===== src/design/sgc_pkg.sv =====
package sgc_pkg;
	localparam int SGC_DW = 16;
	localparam int SGC_AW = 17;
	// register numbers, one-based; 0x10000 needs seventeen bits
	localparam logic [16:0] SGC_NUM_MIN = 17'h00001;
	localparam logic [16:0] SGC_NUM_MAX = 17'h10000;
	localparam logic [16:0] SGC_REG_RESTART = 17'h01000;
	localparam logic [16:0] SGC_REG_BITRATE = 17'h01001;
	localparam logic [16:0] SGC_REG_FRAME = 17'h01002;
	localparam logic [16:0] SGC_REG_IFMODE = 17'h01003;
	localparam logic [16:0] SGC_REG_NODE = 17'h01004;
	localparam logic [16:0] SGC_REG_DEFAULT = 17'h01005;
	localparam logic [16:0] SGC_REG_PIN_SIZE = 17'h01006;
	localparam logic [16:0] SGC_REG_POUT_SIZE = 17'h01007;
	localparam logic [16:0] SGC_REG_PTYPE = 17'h01008;
	localparam logic [16:0] SGC_REG_PSTATE = 17'h01009;
	localparam logic [15:0] SGC_RESTART_CMD = 16'h4b42;
	localparam logic [15:0] SGC_BITRATE_MAX = 16'h0008;
	localparam logic [15:0] SGC_FRAME_MAX = 16'h0005;
	localparam logic [15:0] SGC_IFMODE_MAX = 16'h0009;
	localparam logic [15:0] SGC_NODE_MIN = 16'h0001;
	localparam logic [15:0] SGC_NODE_MAX = 16'h00f9;
	localparam logic [15:0] SGC_NODE_RST = 16'h0001;
	localparam logic [15:0] SGC_DEFAULT_RST = 16'h0000;
	localparam logic [15:0] SGC_ZERO = 16'h0000;
	localparam logic [3:0] SGC_IFMODE_ALIAS = 4'h9;
	localparam logic [3:0] SGC_IFMODE_RS232 = 4'h0;
endpackage


===== src/design/sgc_if.sv =====
`timescale 1ns/1ps
interface sgc_if;
	logic req;
	logic wr;
	logic [16:0] num;
	logic [15:0] wdata;
	logic ack;
	logic err;
	logic [15:0] rdata;
	modport dev
	(
		input req,
		input wr,
		input num,
		input wdata,
		output ack,
		output err,
		output rdata
	);
	modport mst
	(
		output req,
		output wr,
		output num,
		output wdata,
		input ack,
		input err,
		input rdata
	);
endinterface


===== src/design/sgc_device.sv =====
`timescale 1ns/1ps
module sgc_device
(
	input wire logic ref_clk,
	input wire logic rst,
	sgc_if.dev bus,
	input wire logic [15:0] bitrate_switch,
	input wire logic [15:0] frame_switch,
	input wire logic [3:0] interface_select_switch,
	input wire logic [15:0] partner_in_size,
	input wire logic [15:0] partner_out_size,
	input wire logic [15:0] partner_type,
	input wire logic [15:0] partner_state,
	output logic restart_pulse,
	output logic [15:0] active_bitrate,
	output logic [15:0] active_frame,
	output logic [15:0] active_node,
	output logic [3:0] active_ifmode,
	output logic defaults_active
);
	import sgc_pkg::*;

	logic [15:0] restart_r;
	logic [15:0] node_r;
	logic [15:0] bitrate_r;
	logic [15:0] frame_r;
	logic [15:0] anode_r;
	logic [3:0] ifmode_r;
	logic default_r;
	logic [15:0] rdata_r;
	logic ack_r;
	logic err_r;
	logic restart_pulse_r;
	logic [15:0] wval;
	logic [15:0] rval;
	logic [15:0] rdata_nxt;
	logic [15:0] bitrate_nxt;
	logic [15:0] frame_nxt;
	logic [15:0] anode_nxt;
	logic [3:0] ifmode_nxt;
	logic mapped;
	logic in_range;
	logic wr_req;
	logic rd_req;
	logic hit_restart;
	logic hit_node;
	logic node_ok;
	logic frame_ok;
	logic ifmode_ok;
	logic do_restart;
	logic use_default;

	// link carries low byte first; store native order
	assign wval = {bus.wdata[7:0], bus.wdata[15:8]};
	assign in_range = bus.num >= SGC_NUM_MIN && bus.num <= SGC_NUM_MAX;
	assign wr_req = bus.req && bus.wr;
	assign rd_req = bus.req && !bus.wr;
	assign hit_restart = bus.num == SGC_REG_RESTART;
	assign hit_node = bus.num == SGC_REG_NODE;
	assign do_restart = wr_req && hit_restart
		&& wval == SGC_RESTART_CMD;
	// switch code zero on bitrate means defaults on this variant
	assign use_default = bitrate_switch == SGC_ZERO
		|| bitrate_switch > SGC_BITRATE_MAX;
	assign node_ok = wval >= SGC_NODE_MIN && wval <= SGC_NODE_MAX;
	assign frame_ok = frame_switch <= SGC_FRAME_MAX;
	// code nine is an alias of zero, folded with the out-of-range codes
	assign ifmode_ok = interface_select_switch != SGC_IFMODE_ALIAS
		&& {12'h000, interface_select_switch} <= SGC_IFMODE_MAX;
	assign rdata_nxt = {rval[7:0], rval[15:8]};

	// image of the active set, loaded only by a restart
	always_comb
	begin
		bitrate_nxt = bitrate_switch;
		frame_nxt = frame_switch;
		anode_nxt = node_r;
		if (use_default)
		begin
			bitrate_nxt = SGC_ZERO;
			anode_nxt = SGC_NODE_RST;
		end
		if (!frame_ok)
			frame_nxt = SGC_ZERO;
	end

	// the mode switch is followed each cycle, not held for restart
	always_comb
	begin
		ifmode_nxt = interface_select_switch;
		if (!ifmode_ok)
			ifmode_nxt = SGC_IFMODE_RS232;
	end

	// command register is volatile, cleared by reset
	always_ff @(posedge ref_clk or posedge rst)
	begin
		if (rst)
			restart_r <= SGC_ZERO;
		else if (wr_req && hit_restart)
			restart_r <= wval;
	end

	// pending node id: out-of-range writes dropped
	always_ff @(posedge ref_clk or posedge rst)
	begin
		if (rst)
			node_r <= SGC_NODE_RST;
		else if (wr_req && hit_node && node_ok)
			node_r <= wval;
	end

	// active set captured at restart only; pending writes invisible
	always_ff @(posedge ref_clk or posedge rst)
	begin
		if (rst)
		begin
			bitrate_r <= SGC_ZERO;
			frame_r <= SGC_ZERO;
			anode_r <= SGC_NODE_RST;
			default_r <= 1'b0;
		end
		else if (do_restart)
		begin
			bitrate_r <= bitrate_nxt;
			frame_r <= frame_nxt;
			anode_r <= anode_nxt;
			default_r <= use_default;
		end
	end

	// bus has no path to the mode register
	always_ff @(posedge ref_clk or posedge rst)
	begin
		if (rst)
			ifmode_r <= SGC_IFMODE_RS232;
		else
			ifmode_r <= ifmode_nxt;
	end

	always_ff @(posedge ref_clk or posedge rst)
	begin
		if (rst)
			restart_pulse_r <= 1'b0;
		else
			restart_pulse_r <= do_restart;
	end

	always_comb
	begin
		rval = SGC_ZERO;
		mapped = 1'b1;
		case (bus.num)
			SGC_REG_RESTART: rval = restart_r;
			SGC_REG_BITRATE: rval = bitrate_r;
			SGC_REG_FRAME: rval = frame_r;
			SGC_REG_IFMODE: rval = {12'h000, ifmode_r};
			SGC_REG_NODE: rval = node_r;
			SGC_REG_DEFAULT: rval = {15'h0000, default_r};
			SGC_REG_PIN_SIZE: rval = partner_in_size;
			SGC_REG_POUT_SIZE: rval = partner_out_size;
			SGC_REG_PTYPE: rval = partner_type;
			SGC_REG_PSTATE: rval = partner_state;
			default: mapped = 1'b0;
		endcase
	end

	// one answer cycle after each request, for every number
	always_ff @(posedge ref_clk or posedge rst)
	begin
		if (rst)
			ack_r <= 1'b0;
		else
			ack_r <= bus.req;
	end

	// unmapped or out-of-range numbers answer with err
	always_ff @(posedge ref_clk or posedge rst)
	begin
		if (rst)
			err_r <= 1'b0;
		else
			err_r <= bus.req && (!mapped || !in_range);
	end

	// read data holds until the next read, so a late look still sees it
	always_ff @(posedge ref_clk or posedge rst)
	begin
		if (rst)
			rdata_r <= SGC_ZERO;
		else if (rd_req)
			rdata_r <= rdata_nxt;
	end

	assign bus.ack = ack_r;
	assign bus.err = err_r;
	assign bus.rdata = rdata_r;
	assign restart_pulse = restart_pulse_r;
	assign active_bitrate = bitrate_r;
	assign active_frame = frame_r;
	assign active_node = anode_r;
	assign active_ifmode = ifmode_r;
	assign defaults_active = default_r;
endmodule


===== src/flat_wrapper.sv =====
// flat-port wrapper written by rule: the top's interface ports become plain ports
module sgc_device_flat import sgc_pkg::*;
  (ref_clk, rst, bitrate_switch, frame_switch, interface_select_switch, partner_in_size, partner_out_size, partner_type, partner_state, restart_pulse, active_bitrate, active_frame, active_node, active_ifmode, defaults_active, bus_req, bus_wr, bus_num, bus_wdata, bus_ack, bus_err, bus_rdata);
  sgc_if bus_i ();
  input wire logic ref_clk;
  input wire logic rst;
  input wire logic [15:0] bitrate_switch;
  input wire logic [15:0] frame_switch;
  input wire logic [3:0] interface_select_switch;
  input wire logic [15:0] partner_in_size;
  input wire logic [15:0] partner_out_size;
  input wire logic [15:0] partner_type;
  input wire logic [15:0] partner_state;
  output logic restart_pulse;
  output logic [15:0] active_bitrate;
  output logic [15:0] active_frame;
  output logic [15:0] active_node;
  output logic [3:0] active_ifmode;
  output logic defaults_active;
  input wire logic [$bits(bus_i.req)-1:0] bus_req;
  input wire logic [$bits(bus_i.wr)-1:0] bus_wr;
  input wire logic [$bits(bus_i.num)-1:0] bus_num;
  input wire logic [$bits(bus_i.wdata)-1:0] bus_wdata;
  output wire logic [$bits(bus_i.ack)-1:0] bus_ack;
  output wire logic [$bits(bus_i.err)-1:0] bus_err;
  output wire logic [$bits(bus_i.rdata)-1:0] bus_rdata;
  assign bus_i.req = bus_req;
  assign bus_i.wr = bus_wr;
  assign bus_i.num = bus_num;
  assign bus_i.wdata = bus_wdata;
  assign bus_ack = bus_i.ack;
  assign bus_err = bus_i.err;
  assign bus_rdata = bus_i.rdata;
  sgc_device u_core (.ref_clk(ref_clk), .rst(rst), .bus(bus_i), .bitrate_switch(bitrate_switch), .frame_switch(frame_switch), .interface_select_switch(interface_select_switch), .partner_in_size(partner_in_size), .partner_out_size(partner_out_size), .partner_type(partner_type), .partner_state(partner_state), .restart_pulse(restart_pulse), .active_bitrate(active_bitrate), .active_frame(active_frame), .active_node(active_node), .active_ifmode(active_ifmode), .defaults_active(defaults_active));
endmodule

===== config.mk =====
export PLATFORM = sky130hd
export DESIGN_NAME = sgc_device_flat
export DESIGN_NICKNAME = d
export VERILOG_FILES = /design/src/design/sgc_pkg.sv /design/src/design/sgc_if.sv /design/src/design/sgc_device.sv /design/src/flat_wrapper.sv
export SDC_FILE = /design/constraint.sdc
export NUM_CORES = 1
export LEC_CHECK = 0
export ABC_CLOCK_PERIOD_IN_PS = 4900
export BUFFER_PORTS_ARGS = -buffer_cell sky130_fd_sc_hd__buf_4
export CORE_MARGIN = 3
export CORE_UTILIZATION = 50
export CTS_BUF_LIST = sky130_fd_sc_hd__clkbuf_4 sky130_fd_sc_hd__clkbuf_8
export DETAILED_ROUTE_END_ITERATION = 10
export GPL_ROUTABILITY_DRIVEN = 1
export HOLD_SLACK_MARGIN = 0.05
export PLACE_DENSITY_LB_ADDON = 0.05
export SYNTH_ARGS = -nofsm -noshare
export SYNTH_HDL_FRONTEND = slang
export SYNTH_SLANG_ARGS = --single-unit

===== constraint.sdc =====
create_clock -name ref_clk -period 4.9 [get_ports ref_clk]
set_clock_uncertainty 0.05 [all_clocks]
set_input_delay 0.98 -clock ref_clk [delete_from_list [all_inputs] [get_ports ref_clk]]
set_output_delay 0.98 -clock ref_clk [all_outputs]
set_load 0.05 [all_outputs]

After elaboration in Yosys (flattened, before gate mapping) --
Index checks and enable logic that the tools add are counted.
Cells by class: magnitude comparators 7, equality and inequality tests 12, multiplexer cells 6, reduce and logical (&&, ||, !) cells 17
Operators by type and width (number):
- $eq A17 B13 Y1 const B | 10
- $pmux W16 S10 | 1
- $mux W16 | 3
- $ge A17 B1 Y1 const B | 1
- $le A17 B17 Y1 const B | 1
- $eq A16 B15 Y1 const B | 1
- $ge A16 B1 Y1 const B | 1
- $gt A16 B4 Y1 const B | 1
- $le A16 B3 Y1 const B | 1
- $le A16 B8 Y1 const B | 1
- $logic_not A16 Y1 | 1
- $logic_and A1 B1 Y1 | 10
- $reduce_or A10 Y1 | 1
- $le A4 B4 Y1 const B | 1
- $mux W4 | 1
- $ne A4 B4 Y1 const B | 1
- $logic_not A1 Y1 | 3
- $logic_or A1 B1 Y1 | 2
- $mux W1 | 1
Storage, ports and cells: register bits 104, input bits 137, output and inout bits 72, word-level logic and storage cells 53

Depth between registers and ports, before layout --
Gate-level depths: netlist (run 1).
word-level depth 6, depth in mapped cells 9, depth with buffers taken out 5

Least setup slack after synthesis (run 1) --
Ideal clock, no wire load.
path type input -> register, start point input bus_num[9], end point register u_core.node_r[1], setup time 0.127 ns, data arrival time 3.130 ns, required time 4.723 ns, path slack 1.592 ns, cell stages on the path 7, path buffers 2, path through or4_1 -> buf_2 -> nor4_4 -> nand2_2 -> a2111oi_4 -> buf_6 -> mux2_1
On the way: cells in the longest elaborated chain, start to end 3
Ends and longest elaborated chain:
- start: declaration | RTL line flat_wrapper.sv:22 | input wire logic [$bits(bus_i.num)-1:0] bus_num;
- $eq A17 B13 Y1 | RTL line sgc_device.sv:59 | assign hit_node = bus.num == SGC_REG_NODE;
- $logic_and A1 B1 Y1 (2 in series) | RTL line sgc_device.sv:109 | else if (wr_req && hit_node && node_ok)
- end signal: assignment | RTL line sgc_device.sv:110 | node_r <= wval;
- end: declaration | RTL line sgc_device.sv:24 | logic [15:0] node_r;
Every way passes these cells. A chain may end at the register's enable or synchronous reset.

Worst setup path after layout (run 1) --
start point input bus_num[13], end point register u_core.rdata_r[6] (netlist: u_core.bus.rdata[6])
On the way: cells in the longest elaborated chain, start to end 2, elaborated cells between the ends (all ways) 11, those cells by class 10 x eq/ne; 1 x mux
Ends and longest elaborated chain:
- $eq A17 B13 Y1 | RTL line sgc_device.sv:153 | case (bus.num)
- $pmux W16 S10 (*) | RTL line sgc_device.sv:153
- end signal: assignment | RTL line sgc_device.sv:192 | rdata_r <= rdata_nxt;
- end: declaration | RTL line sgc_device.sv:30 | logic [15:0] rdata_r;
Mark *: on every way between the ends. The rest lies on a longest branch, timed or not.

==> results of run 1 <==
final timing paths:
kind	depth (start not counted)	slack (ns)	endpoint	start
setup / recovery	6	1.37	u_core.bus.rdata[6]$_DFFE_PP0P_	bus_num[13]
hold / removal	2	0.43	u_core.active_node[0]$_DFFE_PP1P_	u_core.active_node[0]$_DFFE_PP1P_
setup reg to reg	5	3.33	u_core.bus.rdata[10]$_DFFE_PP0P_	u_core.restart_r[2]$_DFFE_PP0P_
hold reg to reg	2	0.43	u_core.active_node[0]$_DFFE_PP1P_	u_core.active_node[0]$_DFFE_PP1P_
max in group asynchronous	3	3.10	u_core.active_frame[15]$_DFFE_PP0P_	rst
min in group asynchronous	2	0.74	u_core.active_node[2]$_DFFE_PP0P_	rst
kinds of logic after synthesis:
group	count (synthesis)
XOR/XNOR	1
AND/OR/NAND/NOR	229
flip-flops	104
AO/OA/AOI/OAI	89
multiplexers	64
buffers and inverters	35
per-layer routing:
layer | vias up | routed length, um | GRT usage (%)
li1 | 2303 | - | -
met1 | 2430 | 6680 | 36.7
met2 | 245 | 8490 | 46.6
met3 | 24 | 1410 | 5.87
met4 | 0 | 338 | 8.37
met5 | - | 0 | 0
area by class of cell:
cell class | count | share of cell area [%]
multi-input combinational | 383 | 36.1
sequential | 104 | 35.9
timing repair buffer | 215 | 22.2
tap | 136 | 2.35
clock buffer | 9 | 1.71
clock inverter | 7 | 1.55
inverter | 2 | 0.138
through the flow:
step                      total power, mW  std cells  hold WS (ns)  setup slack [ns]  utilization [%]
after floorplan                     0.971        522         0.425              1.14                -
after global placement               1.09        840         0.401              1.29             67.4
after detailed placement             1.10        840         0.407              1.15             67.4
after CTS                            1.71        856         0.430              1.50             69.7
after global routing                 1.76        856         0.453              1.29             69.7
final                                1.71        856         0.426              1.37             69.7
registers in the layout (all words and copies together), names as in the netlist:
register                count
u_core.active_bitrate      16
u_core.active_frame        16
u_core.active_ifmode        4
u_core.active_node         16
u_core.bus.ack              1
u_core.bus.err              1
u_core.bus.rdata           16
u_core.defaults_active      1
u_core.node_r              16
u_core.restart_pulse        1
u_core.restart_r           16
worst min-delay path, delay by kind of cell, from the launching register on:
family / cells / cell delay (ns)
flops: 1 / 0.39
buf+inv: 1 / 0.04
compound gates: 1 / 0.05
power by group through the flow:
stage	registers (mW)	logic (mW)	clock network, mW
after global placement	0.884	0.208	0
final	0.868	0.212	0.626
after CTS	0.868	0.213	0.634
after detailed placement	0.884	0.212	0
after global routing	0.869	0.227	0.666
after floorplan	0.906	0.0651	0
layout by cell type, fill, tap and decap left out, types with 3 or more instances in the layout:
master and instances:
a2111oi_0 7, a21boi_0 3, a21oi_1 7, a22o_1 5, a31oi_1 5, a32o_1 4, a32oi_1 3, and2_1 30
and3_1 3, and4_1 5, buf_4 215, clkbuf_8 9, dfrtp_1 102, mux2_2 28, mux2_4 8, mux2i_1 26
nand2_1 60, nand2b_1 4, nand3_1 29, nand3b_1 5, nand4_1 10, nor2_1 11, nor2b_1 14, nor3_1 23
nor4_1 11, o2111a_1 4, o21ai_0 39, or3_1 3, or3b_2 4, or4_1 3
==> qor.yml, run 1 <==
final_layout:
  fillCellCount: 852
  drive_gt1_share_pct: 39.3
  final_nets: 852
  multi_input_area_sq_um: 2620
  area_growth_pct: 34.3
  diodes: 0
  stdcell_area_sq_um: 7260
  regArea_sq_um: 2610
synth:
  netlist_top_cells_count: "102 x dfrtp_1, 60 x nand2_1, 39 x o21ai_0, 30 x and2_1, 29 x nand3_1"
  ys.flop_type: "dfrtp_1"
  synth_top_cell_by_area: "dfrtp_1"
  synth-xor-area-share_pct: 0.162
  syn_avg_cell_area_sq_um: 10.3
  synth-compound-area-share_pct: 11.4
  synth_area_leaders: "dfrtp_1 47%, mux2_2 5.8%, mux2i_1 4.8%"
  synthAdderAreaFrac_pct: 0
  synth.distinct_cells: 58
  mappedNetlistArea_sq_um: 5400
  synth_top_family_by_area: "simple AND/OR/NAND/NOR gates"
  synth.area.mux_share_pct: 13.3
  async_flop_share_pct: 100
  yosysMostFrequentCell: "dfrtp_1"
  synth_top_area_share_pct: 47.2
  ys_seq_elements: 104
  yosysSeqAreaShare_pct: 48.2
  synth_nets: 659
  netlist_instances: 522
  synth_edf_count: 0
  synth-simple-area-share_pct: 23.5
  yosys_warnings: 0
detailed_routing:
  drc_errors: 0
  vias_per_cell: 5.84
  drt.antenna.violating_nets: 0
  firstDrtPassIters: 5
  num_vias: 5002
  routedWlPerCell_um: 19.8
  wl_um: 16900
  drt-initial-drc-count: 276
pwr:
  pwr-share-clk_pct: 36.7
  power.static_leakage_nw: 3.44
  ir_drop_uv: 174
  combPwrFrac_pct: 12.4
  power.density_nw_per_um2: 235
  sw_frac_of_total_pct: 25.8
  pwr-share-seq_pct: 50.9
  switching_power_mw: 0.441
  p_int_mw: 1.27
floorplan:
  die-area_sq_um: 12100
  pin_count: 209
  fp.dieH_um: 110
  die_width_um: 110
  num_rows: 37
  core_area_sq_um: 10400
  start_util_pct: 51.9
critical_path:
  worstPathArrival_ns: 3.80
  crit_required_ns: 5.16
  cp_top_family: "simple AND/OR/NAND/NOR gates"
  start_kind: "primary input"
  end_kind: "flip-flop"
  criticalPathCategory: "in2reg"
  critPathMaxFanout: 11
  cp_cell_sequence: "buf_4 -> nor4b_1 -> nand4_1 -> nor3_1 -> o21ai_0 -> nand3_1"
  critPathBufInv: 1
  critPathMaxStageDelay_ns: 0.87
  cp_slowest_cell: "nor4b_1"
cts:
  clk_pin_slew_worst_paths_ns: 0.11
  cts_resized: 0
  post-cts-setup-buffers: 0
  cts_buffer_depth: 2
  cts_tree: "built"
  hold_buffers: 0
  cts.sinks: 104
  cts_root_buf: "clkbuf_8"
  htree_levels: 3
  cts_made_buffers: 9
  insertion_delay_ns: 0.38
sta:
  timing.setup.tns_ns: 0
  rsz0062_at_grt: "false"
  relSlewSlack_pct: 31.9
  setup_viol: 0
  finalMaxSlewViolations: 0
  fin_crit_sh_pct: 72.1
  min_period_ns: 3.53
  max_freq_ghz: 0.283
  finalHoldViolations: 0
  worst_pin_slew_ns: 1.01
job:
  max-cap-violations: 0
grt:
  grt_pass1_vias: 4799
  grt.total_usage_pct: 28.0
  grt_overflow_total: 0
  antenna_found_initial: 0
  grt_start_max_net_pins: 77
  grt_pass1_wl_um: 25600
place:
  dp_hpwl_um: 12800
  place_congestion: 0.893
  place_area_sq_um: 7020
  portBuffers: 208
min_path:
  min_path_type: "reg2reg"
status:
  status: "completed"
No activity file was read; power rests on OpenSTA's default activity.
==> inputs of run 2 (changes only) <==
Settings changed: ABC_CLOCK_PERIOD_IN_PS 4900 to 3700.
Clock period 4.9 ns to 3.7 ns, I/O delays scaled along.
==> run 2 against run 1 <==
Die area unchanged. Wire length decreased by 1.2%. Combinational power increased by 34%. Flip-flop and latch count unchanged. Global-route usage about the same. Critical endpoint is now u_core.restart_r[2]$_DFFE_PP0P_. Highest routed layer unchanged. Worst hold slack improved by 0.012 ns. Power increased by 30%.
==> qor.yml, run 2 (synthesis results as in run 1) <==
grt:
  grt.total_usage_pct: 27.9  # was 28.0%
  grt_start_max_net_pins: 67  # was 77
  grt_overflow_total: 0  # unchanged
  grt_pass1_wl_um: 25600  # about the same
  grt_pass1_vias: 4856  # was 4,799
  antenna_found_initial: 0  # unchanged
critical_path:
  crit_end: "u_core.restart_r[2]$_DFFE_PP0P_"  # was u_core.bus.rdata[6]$_DFFE_PP0P_
  critPathMaxStageDelay_ns: 0.73  # was 0.87 ns
  cp_cell_sequence: "buf_4 -> or4_1 -> or4_4 -> or4_4 -> mux2_4"  # was buf_4 -> nor4b_1 -> nand4_1 -> nor3_1 -> o21ai_0 -> nand3_1
  end_kind: "flip-flop"  # unchanged
  worst_r2r_endpoint: "u_core.bus.rdata[9]$_DFFE_PP0P_"  # was u_core.bus.rdata[10]$_DFFE_PP0P_
  path_common_cell: "or4_4"
  criticalPathCategory: "in2reg"  # unchanged
  rr_worst_depth: 5  # unchanged
  rrSetupSlack_ns: 2.15  # was 3.33 ns
  critPathLaunch: "bus_num[9]"  # was bus_num[13]
  start_kind: "primary input"  # unchanged
  reg2reg_from: "u_core.node_r[1]$_DFFE_PP0P_"  # was u_core.restart_r[2]$_DFFE_PP0P_
  cp_slowest_cell: "or4_1"  # was nor4b_1
  crit_required_ns: 3.91  # was 5.16 ns
  worstPathArrival_ns: 3.10  # was 3.80 ns
  critPathMaxFanout: 18  # was 11
detailed_routing:
  drc_errors: 0  # unchanged
  wl_um: 16700  # was 16,900 um
  vias_per_cell: 5.74  # was 5.84
  firstDrtPassIters: 5  # unchanged
  drt.antenna.violating_nets: 0  # unchanged
  drt-initial-drc-count: 293  # was 276
  routedWlPerCell_um: 19.4  # was 19.8 um
  num_vias: 4945  # was 5,002
cts:
  cts.sinks: 104  # unchanged
  cts_root_buf: "clkbuf_8"  # unchanged
  insertion_delay_ns: 0.38  # about the same
  hold_buffers: 0  # unchanged
  cts_tree: "built"  # unchanged
  cts_buffer_depth: 2  # unchanged
  cts_resized: 0  # unchanged
  post-cts-setup-buffers: 0  # unchanged
  htree_levels: 3  # unchanged
  clk_pin_slew_worst_paths_ns: 0.11  # about the same
  cts_made_buffers: 9  # unchanged
pwr:
  power.static_leakage_nw: 3.47  # was 3.44 nW
  pwr-share-clk_pct: 35.1  # was 36.7%
  ir_drop_uv: 207  # was 174 uV
  pwr-share-seq_pct: 52.0  # was 50.9%
  sw_frac_of_total_pct: 26.8  # was 25.8%
  p_int_mw: 1.62  # was 1.27 mW
  combPwrFrac_pct: 12.9  # was 12.4%
  switching_power_mw: 0.592  # was 0.441 mW
  power.density_nw_per_um2: 303  # was 235 nW/um^2
sta:
  finalMaxSlewViolations: 0  # unchanged
  max_freq_ghz: 0.346
  relSlewSlack_pct: 45.0  # was 31.9%
  min_period_ns: 2.89
  timing.setup.tns_ns: 0  # unchanged
  worst_pin_slew_ns: 0.825  # was 1.01 ns
  rsz0062_at_grt: "false"  # unchanged
  setup_viol: 0  # unchanged
  fin_crit_sh_pct: 78.2
  finalHoldViolations: 0  # unchanged
floorplan:
  die-area_sq_um: 12100  # unchanged
  die_width_um: 110  # unchanged
  fp.dieH_um: 110  # unchanged
  start_util_pct: 51.9  # unchanged
  pin_count: 209  # unchanged
  core_area_sq_um: 10400  # unchanged
  num_rows: 37  # unchanged
place:
  place_area_sq_um: 7070  # was 7020 sq um
  portBuffers: 208  # unchanged
  dp_hpwl_um: 12800  # about the same
  place_congestion: 0.886  # was 0.893
job:
  max-cap-violations: 0  # unchanged
status:
  status: "completed"  # unchanged
final_layout:
  mostFrequentLayoutCells: "219 x buf_4, 102 x dfrtp_1, 60 x nand2_1, 39 x o21ai_0, 30 x and2_1"  # was 215 x buf_4, 102 x dfrtp_1, 60 x nand2_1, 39 x o21ai_0, 30 x and2_1
  diodes: 0  # unchanged
  fillCellCount: 821  # was 852
  area_growth_pct: 34.9  # was 34.3%
  drive_gt1_share_pct: 39.7  # was 39.3%
  stdcell_area_sq_um: 7290  # was 7260 sq um
  final_nets: 857  # was 852
  layout_commonest_cell: "buf_4"  # unchanged
min_path:
  min_path_type: "reg2reg"  # unchanged
run 2: cell count changes in the layout (fill, tap and decap cells not counted):
cell / change
inv_8: +1
clkinvlp_4: -1
clkinv_4: +1
buf_12: +1
bufinv_16: -1
buf_4: +4
run 2: worst min path at each step:
stage                                                 start                           endpoint  slack (ns)  cells past startpoint
final                     u_core.active_node[0]$_DFFE_PP1P_  u_core.active_node[0]$_DFFE_PP1P_        0.44                      2
after global routing             interface_select_switch[2]  u_core.active_ifmode[3]$_DFF_PP0_        0.47                      2
after CTS                 u_core.active_node[0]$_DFFE_PP1P_  u_core.active_node[0]$_DFFE_PP1P_        0.43                      2
after detailed placement  u_core.active_node[0]$_DFFE_PP1P_  u_core.active_node[0]$_DFFE_PP1P_        0.41                      2
after global placement    u_core.active_node[0]$_DFFE_PP1P_  u_core.active_node[0]$_DFFE_PP1P_        0.40                      2
after floorplan                u_core.node_r[1]$_DFFE_PP0P_       u_core.node_r[1]$_DFFE_PP0P_        0.42                      1
run 2: power by group through the flow:
stage | combinational, mW | sequential [mW] | clock [mW]
final | 0.285 | 1.15 | 0.775
after global placement | 0.280 | 1.17 | 0
after floorplan | 0.0863 | 1.20 | 0
after CTS | 0.285 | 1.15 | 0.785
after detailed placement | 0.285 | 1.17 | 0
after global routing | 0.305 | 1.15 | 0.828
run 2: cell type report:
class | instances | area, sq um | share of cell area, %
clock inverters | 7 | 95.1 | 1.30
multi-input cells | 383 | 2620 | 35.9
repair buffers | 220 | 1660 | 22.8
well taps | 136 | 170 | 2.33
clock buffers | 9 | 124 | 1.70
flip-flops and latches | 104 | 2610 | 35.7
inverters | 2 | 10.0 | 0.137
run 2: through the flow:
stage                     cells  setup slack, ns  power [mW]  hold WS (ns)  util, %
final                       861            0.807        2.21         0.438     70.0
after global routing        861            0.723        2.28         0.469     70.0
after CTS                   861            0.833        2.22         0.432     70.0
after detailed placement    845            0.439        1.46         0.411     67.9
after global placement      845            0.473        1.45         0.402     67.9
after floorplan             522            0.181        1.29         0.425        -
run 2: per-layer routing:
metal  routed length (um)  part of all wire [%]  up-vias  GRT usage (%)
met5                    0                     0        -              0
met4                  380                   2.3        0           9.88
met3                 1100                   6.6       29           4.05
met2                 8220                    49      217           45.5
met1                 7010                    42     2378           37.9
li1                     -                     -     2321              -
run 2: critical path, delay by kind of cell:
kind	cells	cell delay (ns)
AND/OR/NAND/NOR	3	1.89
multiplexers	1	0.36
buffers and inverters	1	0.11
==> inputs of run 3 (changes only) <==
Settings changed: ABC_CLOCK_PERIOD_IN_PS 3700 to 2600, CORE_UTILIZATION 50 to 46.
Clock period 3.7 ns to 2.6 ns, I/O delays scaled along.
==> run 3 against run 2 <==
Global-route usage fell by 1.6 points. Critical endpoint is now u_core.restart_r[1]$_DFFE_PP0P_. Clock-buffer cell count rose by 1. Cell count rose by 3.0%. Combinational power rose by 46%. Critical path type unchanged. Largest power group unchanged. Sequential power rose by 42%. First-iteration DRC count rose by 15%.
==> qor.yml, run 3 (synthesis results as in run 1) <==
sta:
  holdWs_ns: 0.113  # was 0.438 ns
  setup_viol: 0  # unchanged
  timing.setup.tns_ns: 0  # unchanged
  finalMaxSlewViolations: 0  # unchanged
  rsz0062_at_grt: "false"  # unchanged
  fin_crit_sh_pct: 89.7
  min_period_ns: 2.33
  finalHoldViolations: 0  # unchanged
  relSlewSlack_pct: 49.2  # was 45.0%
  max_freq_ghz: 0.429
  worst_pin_slew_ns: 0.743  # was 0.825 ns
critical_path:
  critPathMaxStageDelay_ns: 0.60  # was 0.73 ns
  worst_r2r_endpoint: "u_core.bus.rdata[11]$_DFFE_PP0P_"  # was u_core.bus.rdata[9]$_DFFE_PP0P_
  rr_worst_depth: 4  # was 5
  end_kind: "flip-flop"  # unchanged
  cp_cell_sequence: "buf_4 -> or4_4 -> or4_4 -> or4_4 -> mux2_4"  # was buf_4 -> or4_1 -> or4_4 -> or4_4 -> mux2_4
  cp.depth: 5  # unchanged
  crit_end: "u_core.restart_r[1]$_DFFE_PP0P_"  # was u_core.restart_r[2]$_DFFE_PP0P_
  critPathBufInv: 1  # unchanged
  rrSetupSlack_ns: 0.91  # was 2.15 ns
  reg2reg_from: "u_core.node_r[3]$_DFFE_PP0P_"  # was u_core.node_r[1]$_DFFE_PP0P_
  cp_top_family: "simple AND/OR/NAND/NOR gates"  # unchanged
  critPathLaunch: "bus_num[9]"  # unchanged
  critPathMaxFanout: 18  # unchanged
  path_common_cell: "or4_4"  # unchanged
  worstPathArrival_ns: 2.55  # was 3.10 ns
  crit_required_ns: 2.82  # was 3.91 ns
  start_kind: "primary input"  # unchanged
  criticalPathCategory: "in2reg"  # unchanged
  cp_slowest_cell: "or4_4"  # was or4_1
grt:
  grt_start_max_net_pins: 54  # was 67
  grt.total_usage_pct: 26.3  # was 27.9%
  grt_overflow_total: 0  # unchanged
  grt_pass1_vias: 5058  # was 4,856
  antenna_found_initial: 0  # unchanged
  grt_pass1_wl_um: 26600  # was 25,600 um
final_layout:
  mostFrequentLayoutCells: "239 x buf_4, 102 x dfrtp_1, 60 x nand2_1, 39 x o21ai_0, 30 x and2_1"  # was 219 x buf_4, 102 x dfrtp_1, 60 x nand2_1, 39 x o21ai_0, 30 x and2_1
  drive_gt1_share_pct: 41.8  # was 39.7%
  area_growth_pct: 38.6  # was 34.9%
  diodes: 0  # unchanged
  layout_commonest_cell: "buf_4"  # unchanged
  final_nets: 879  # was 857
floorplan:
  num_rows: 38  # was 37
  die-area_sq_um: 13100  # was 12,100 sq um
  fp.dieH_um: 114  # was 110 um
  die_width_um: 114  # was 110 um
  start_util_pct: 48.4  # was 51.9%
  core_area_sq_um: 11200  # was 10,400 sq um
  pin_count: 209  # unchanged
cts:
  cts.sinks: 104  # unchanged
  post-cts-setup-buffers: 0  # unchanged
  cts_root_buf: "clkbuf_8"  # unchanged
  htree_levels: 3  # unchanged
  cts_resized: 0  # unchanged
  insertion_delay_ns: 0.38  # about the same
  cts_made_buffers: 9  # unchanged
  cts_buffer_depth: 2  # unchanged
  hold_buffers: 0  # unchanged
  cts_tree: "built"  # unchanged
  clk_pin_slew_worst_paths_ns: 0.11  # about the same
pwr:
  power.static_leakage_nw: 3.57  # was 3.47 nW
  power.total_mw: 3.13  # was 2.21 mW
  ir_drop_uv: 258  # was 207 uV
  power.density_nw_per_um2: 418  # was 303 nW/um^2
job:
  max-cap-violations: 0  # unchanged
detailed_routing:
  drc_errors: 0  # unchanged
  num_vias: 4988  # was 4,945
  firstDrtPassIters: 5  # unchanged
  drt.antenna.violating_nets: 0  # unchanged
  vias_per_cell: 5.62  # was 5.74
  routedWlPerCell_um: 19.2  # was 19.4 um
  wl_um: 17100  # was 16,700 um
  drt-initial-drc-count: 336  # was 293
place:
  portBuffers: 208  # unchanged
  dp_hpwl_um: 13500  # was 12,800 um
  place_congestion: 0.854  # was 0.886
min_path:
  min_path_type: "in2async"  # was reg2reg
status:
  status: "completed"  # unchanged
## run 3: per-layer routing
layer	up-vias	global-route usage (%)	wire, um
met4	0	8.95	394
met2	193	43.7	8380
met1	2400	35.4	7240
li1	2364	-	-
met5	-	0	0
met3	31	3.65	1050
## run 3: worst min-delay path by stage
stage / from / to
final: rst / u_core.active_node[6]$_DFFE_PP0P_
after global routing: rst / u_core.active_node[6]$_DFFE_PP0P_
after CTS: rst / u_core.active_node[6]$_DFFE_PP0P_
after detailed placement: u_core.active_node[0]$_DFFE_PP1P_ / u_core.active_node[0]$_DFFE_PP1P_
after global placement: u_core.active_node[0]$_DFFE_PP1P_ / u_core.active_node[0]$_DFFE_PP1P_
after floorplan: u_core.node_r[1]$_DFFE_PP0P_ / u_core.node_r[1]$_DFFE_PP0P_
## run 3: cell type report
| cell class | count | area (sq um) |
|---|---|---|
| inverter | 2 | 11.3 |
| fill | 932 | 3690 |
| timing repair buffer | 242 | 1850 |
| clock buffer | 10 | 131 |
| clock inverter | 6 | 76.3 |
| sequential | 104 | 2610 |
| multi-input combinational | 383 | 2630 |
| tap | 140 | 175 |
## run 3: stage by stage
stage / cell area (sq um) / instances / util [%] / setup WS, ns
CTS: 7490 / 887 / 67.0 / 0.281
global route: 7490 / 887 / 67.0 / 0.209
detailed placement: 7280 / 871 / 65.2 / -0.141
finish: 7490 / 887 / 67.0 / 0.267
floorplan: 5430 / 522 / - / -0.199
global placement: 7280 / 871 / 65.2 / -0.111
## run 3: power by group
part / total, mW / switching, mW / internal [mW]
sequential: 1.63 / 0.00678 / 1.63
combinational: 0.416 / 0.210 / 0.206
clock: 1.08 / 0.605 / 0.473
## run 3: worst register-to-register path: cells and delay by family, from the launching register on
family,cells,cell delay (ns)
compound gates,2,0.83
flops,1,0.44
simple gates,1,0.07
mux,1,0.15
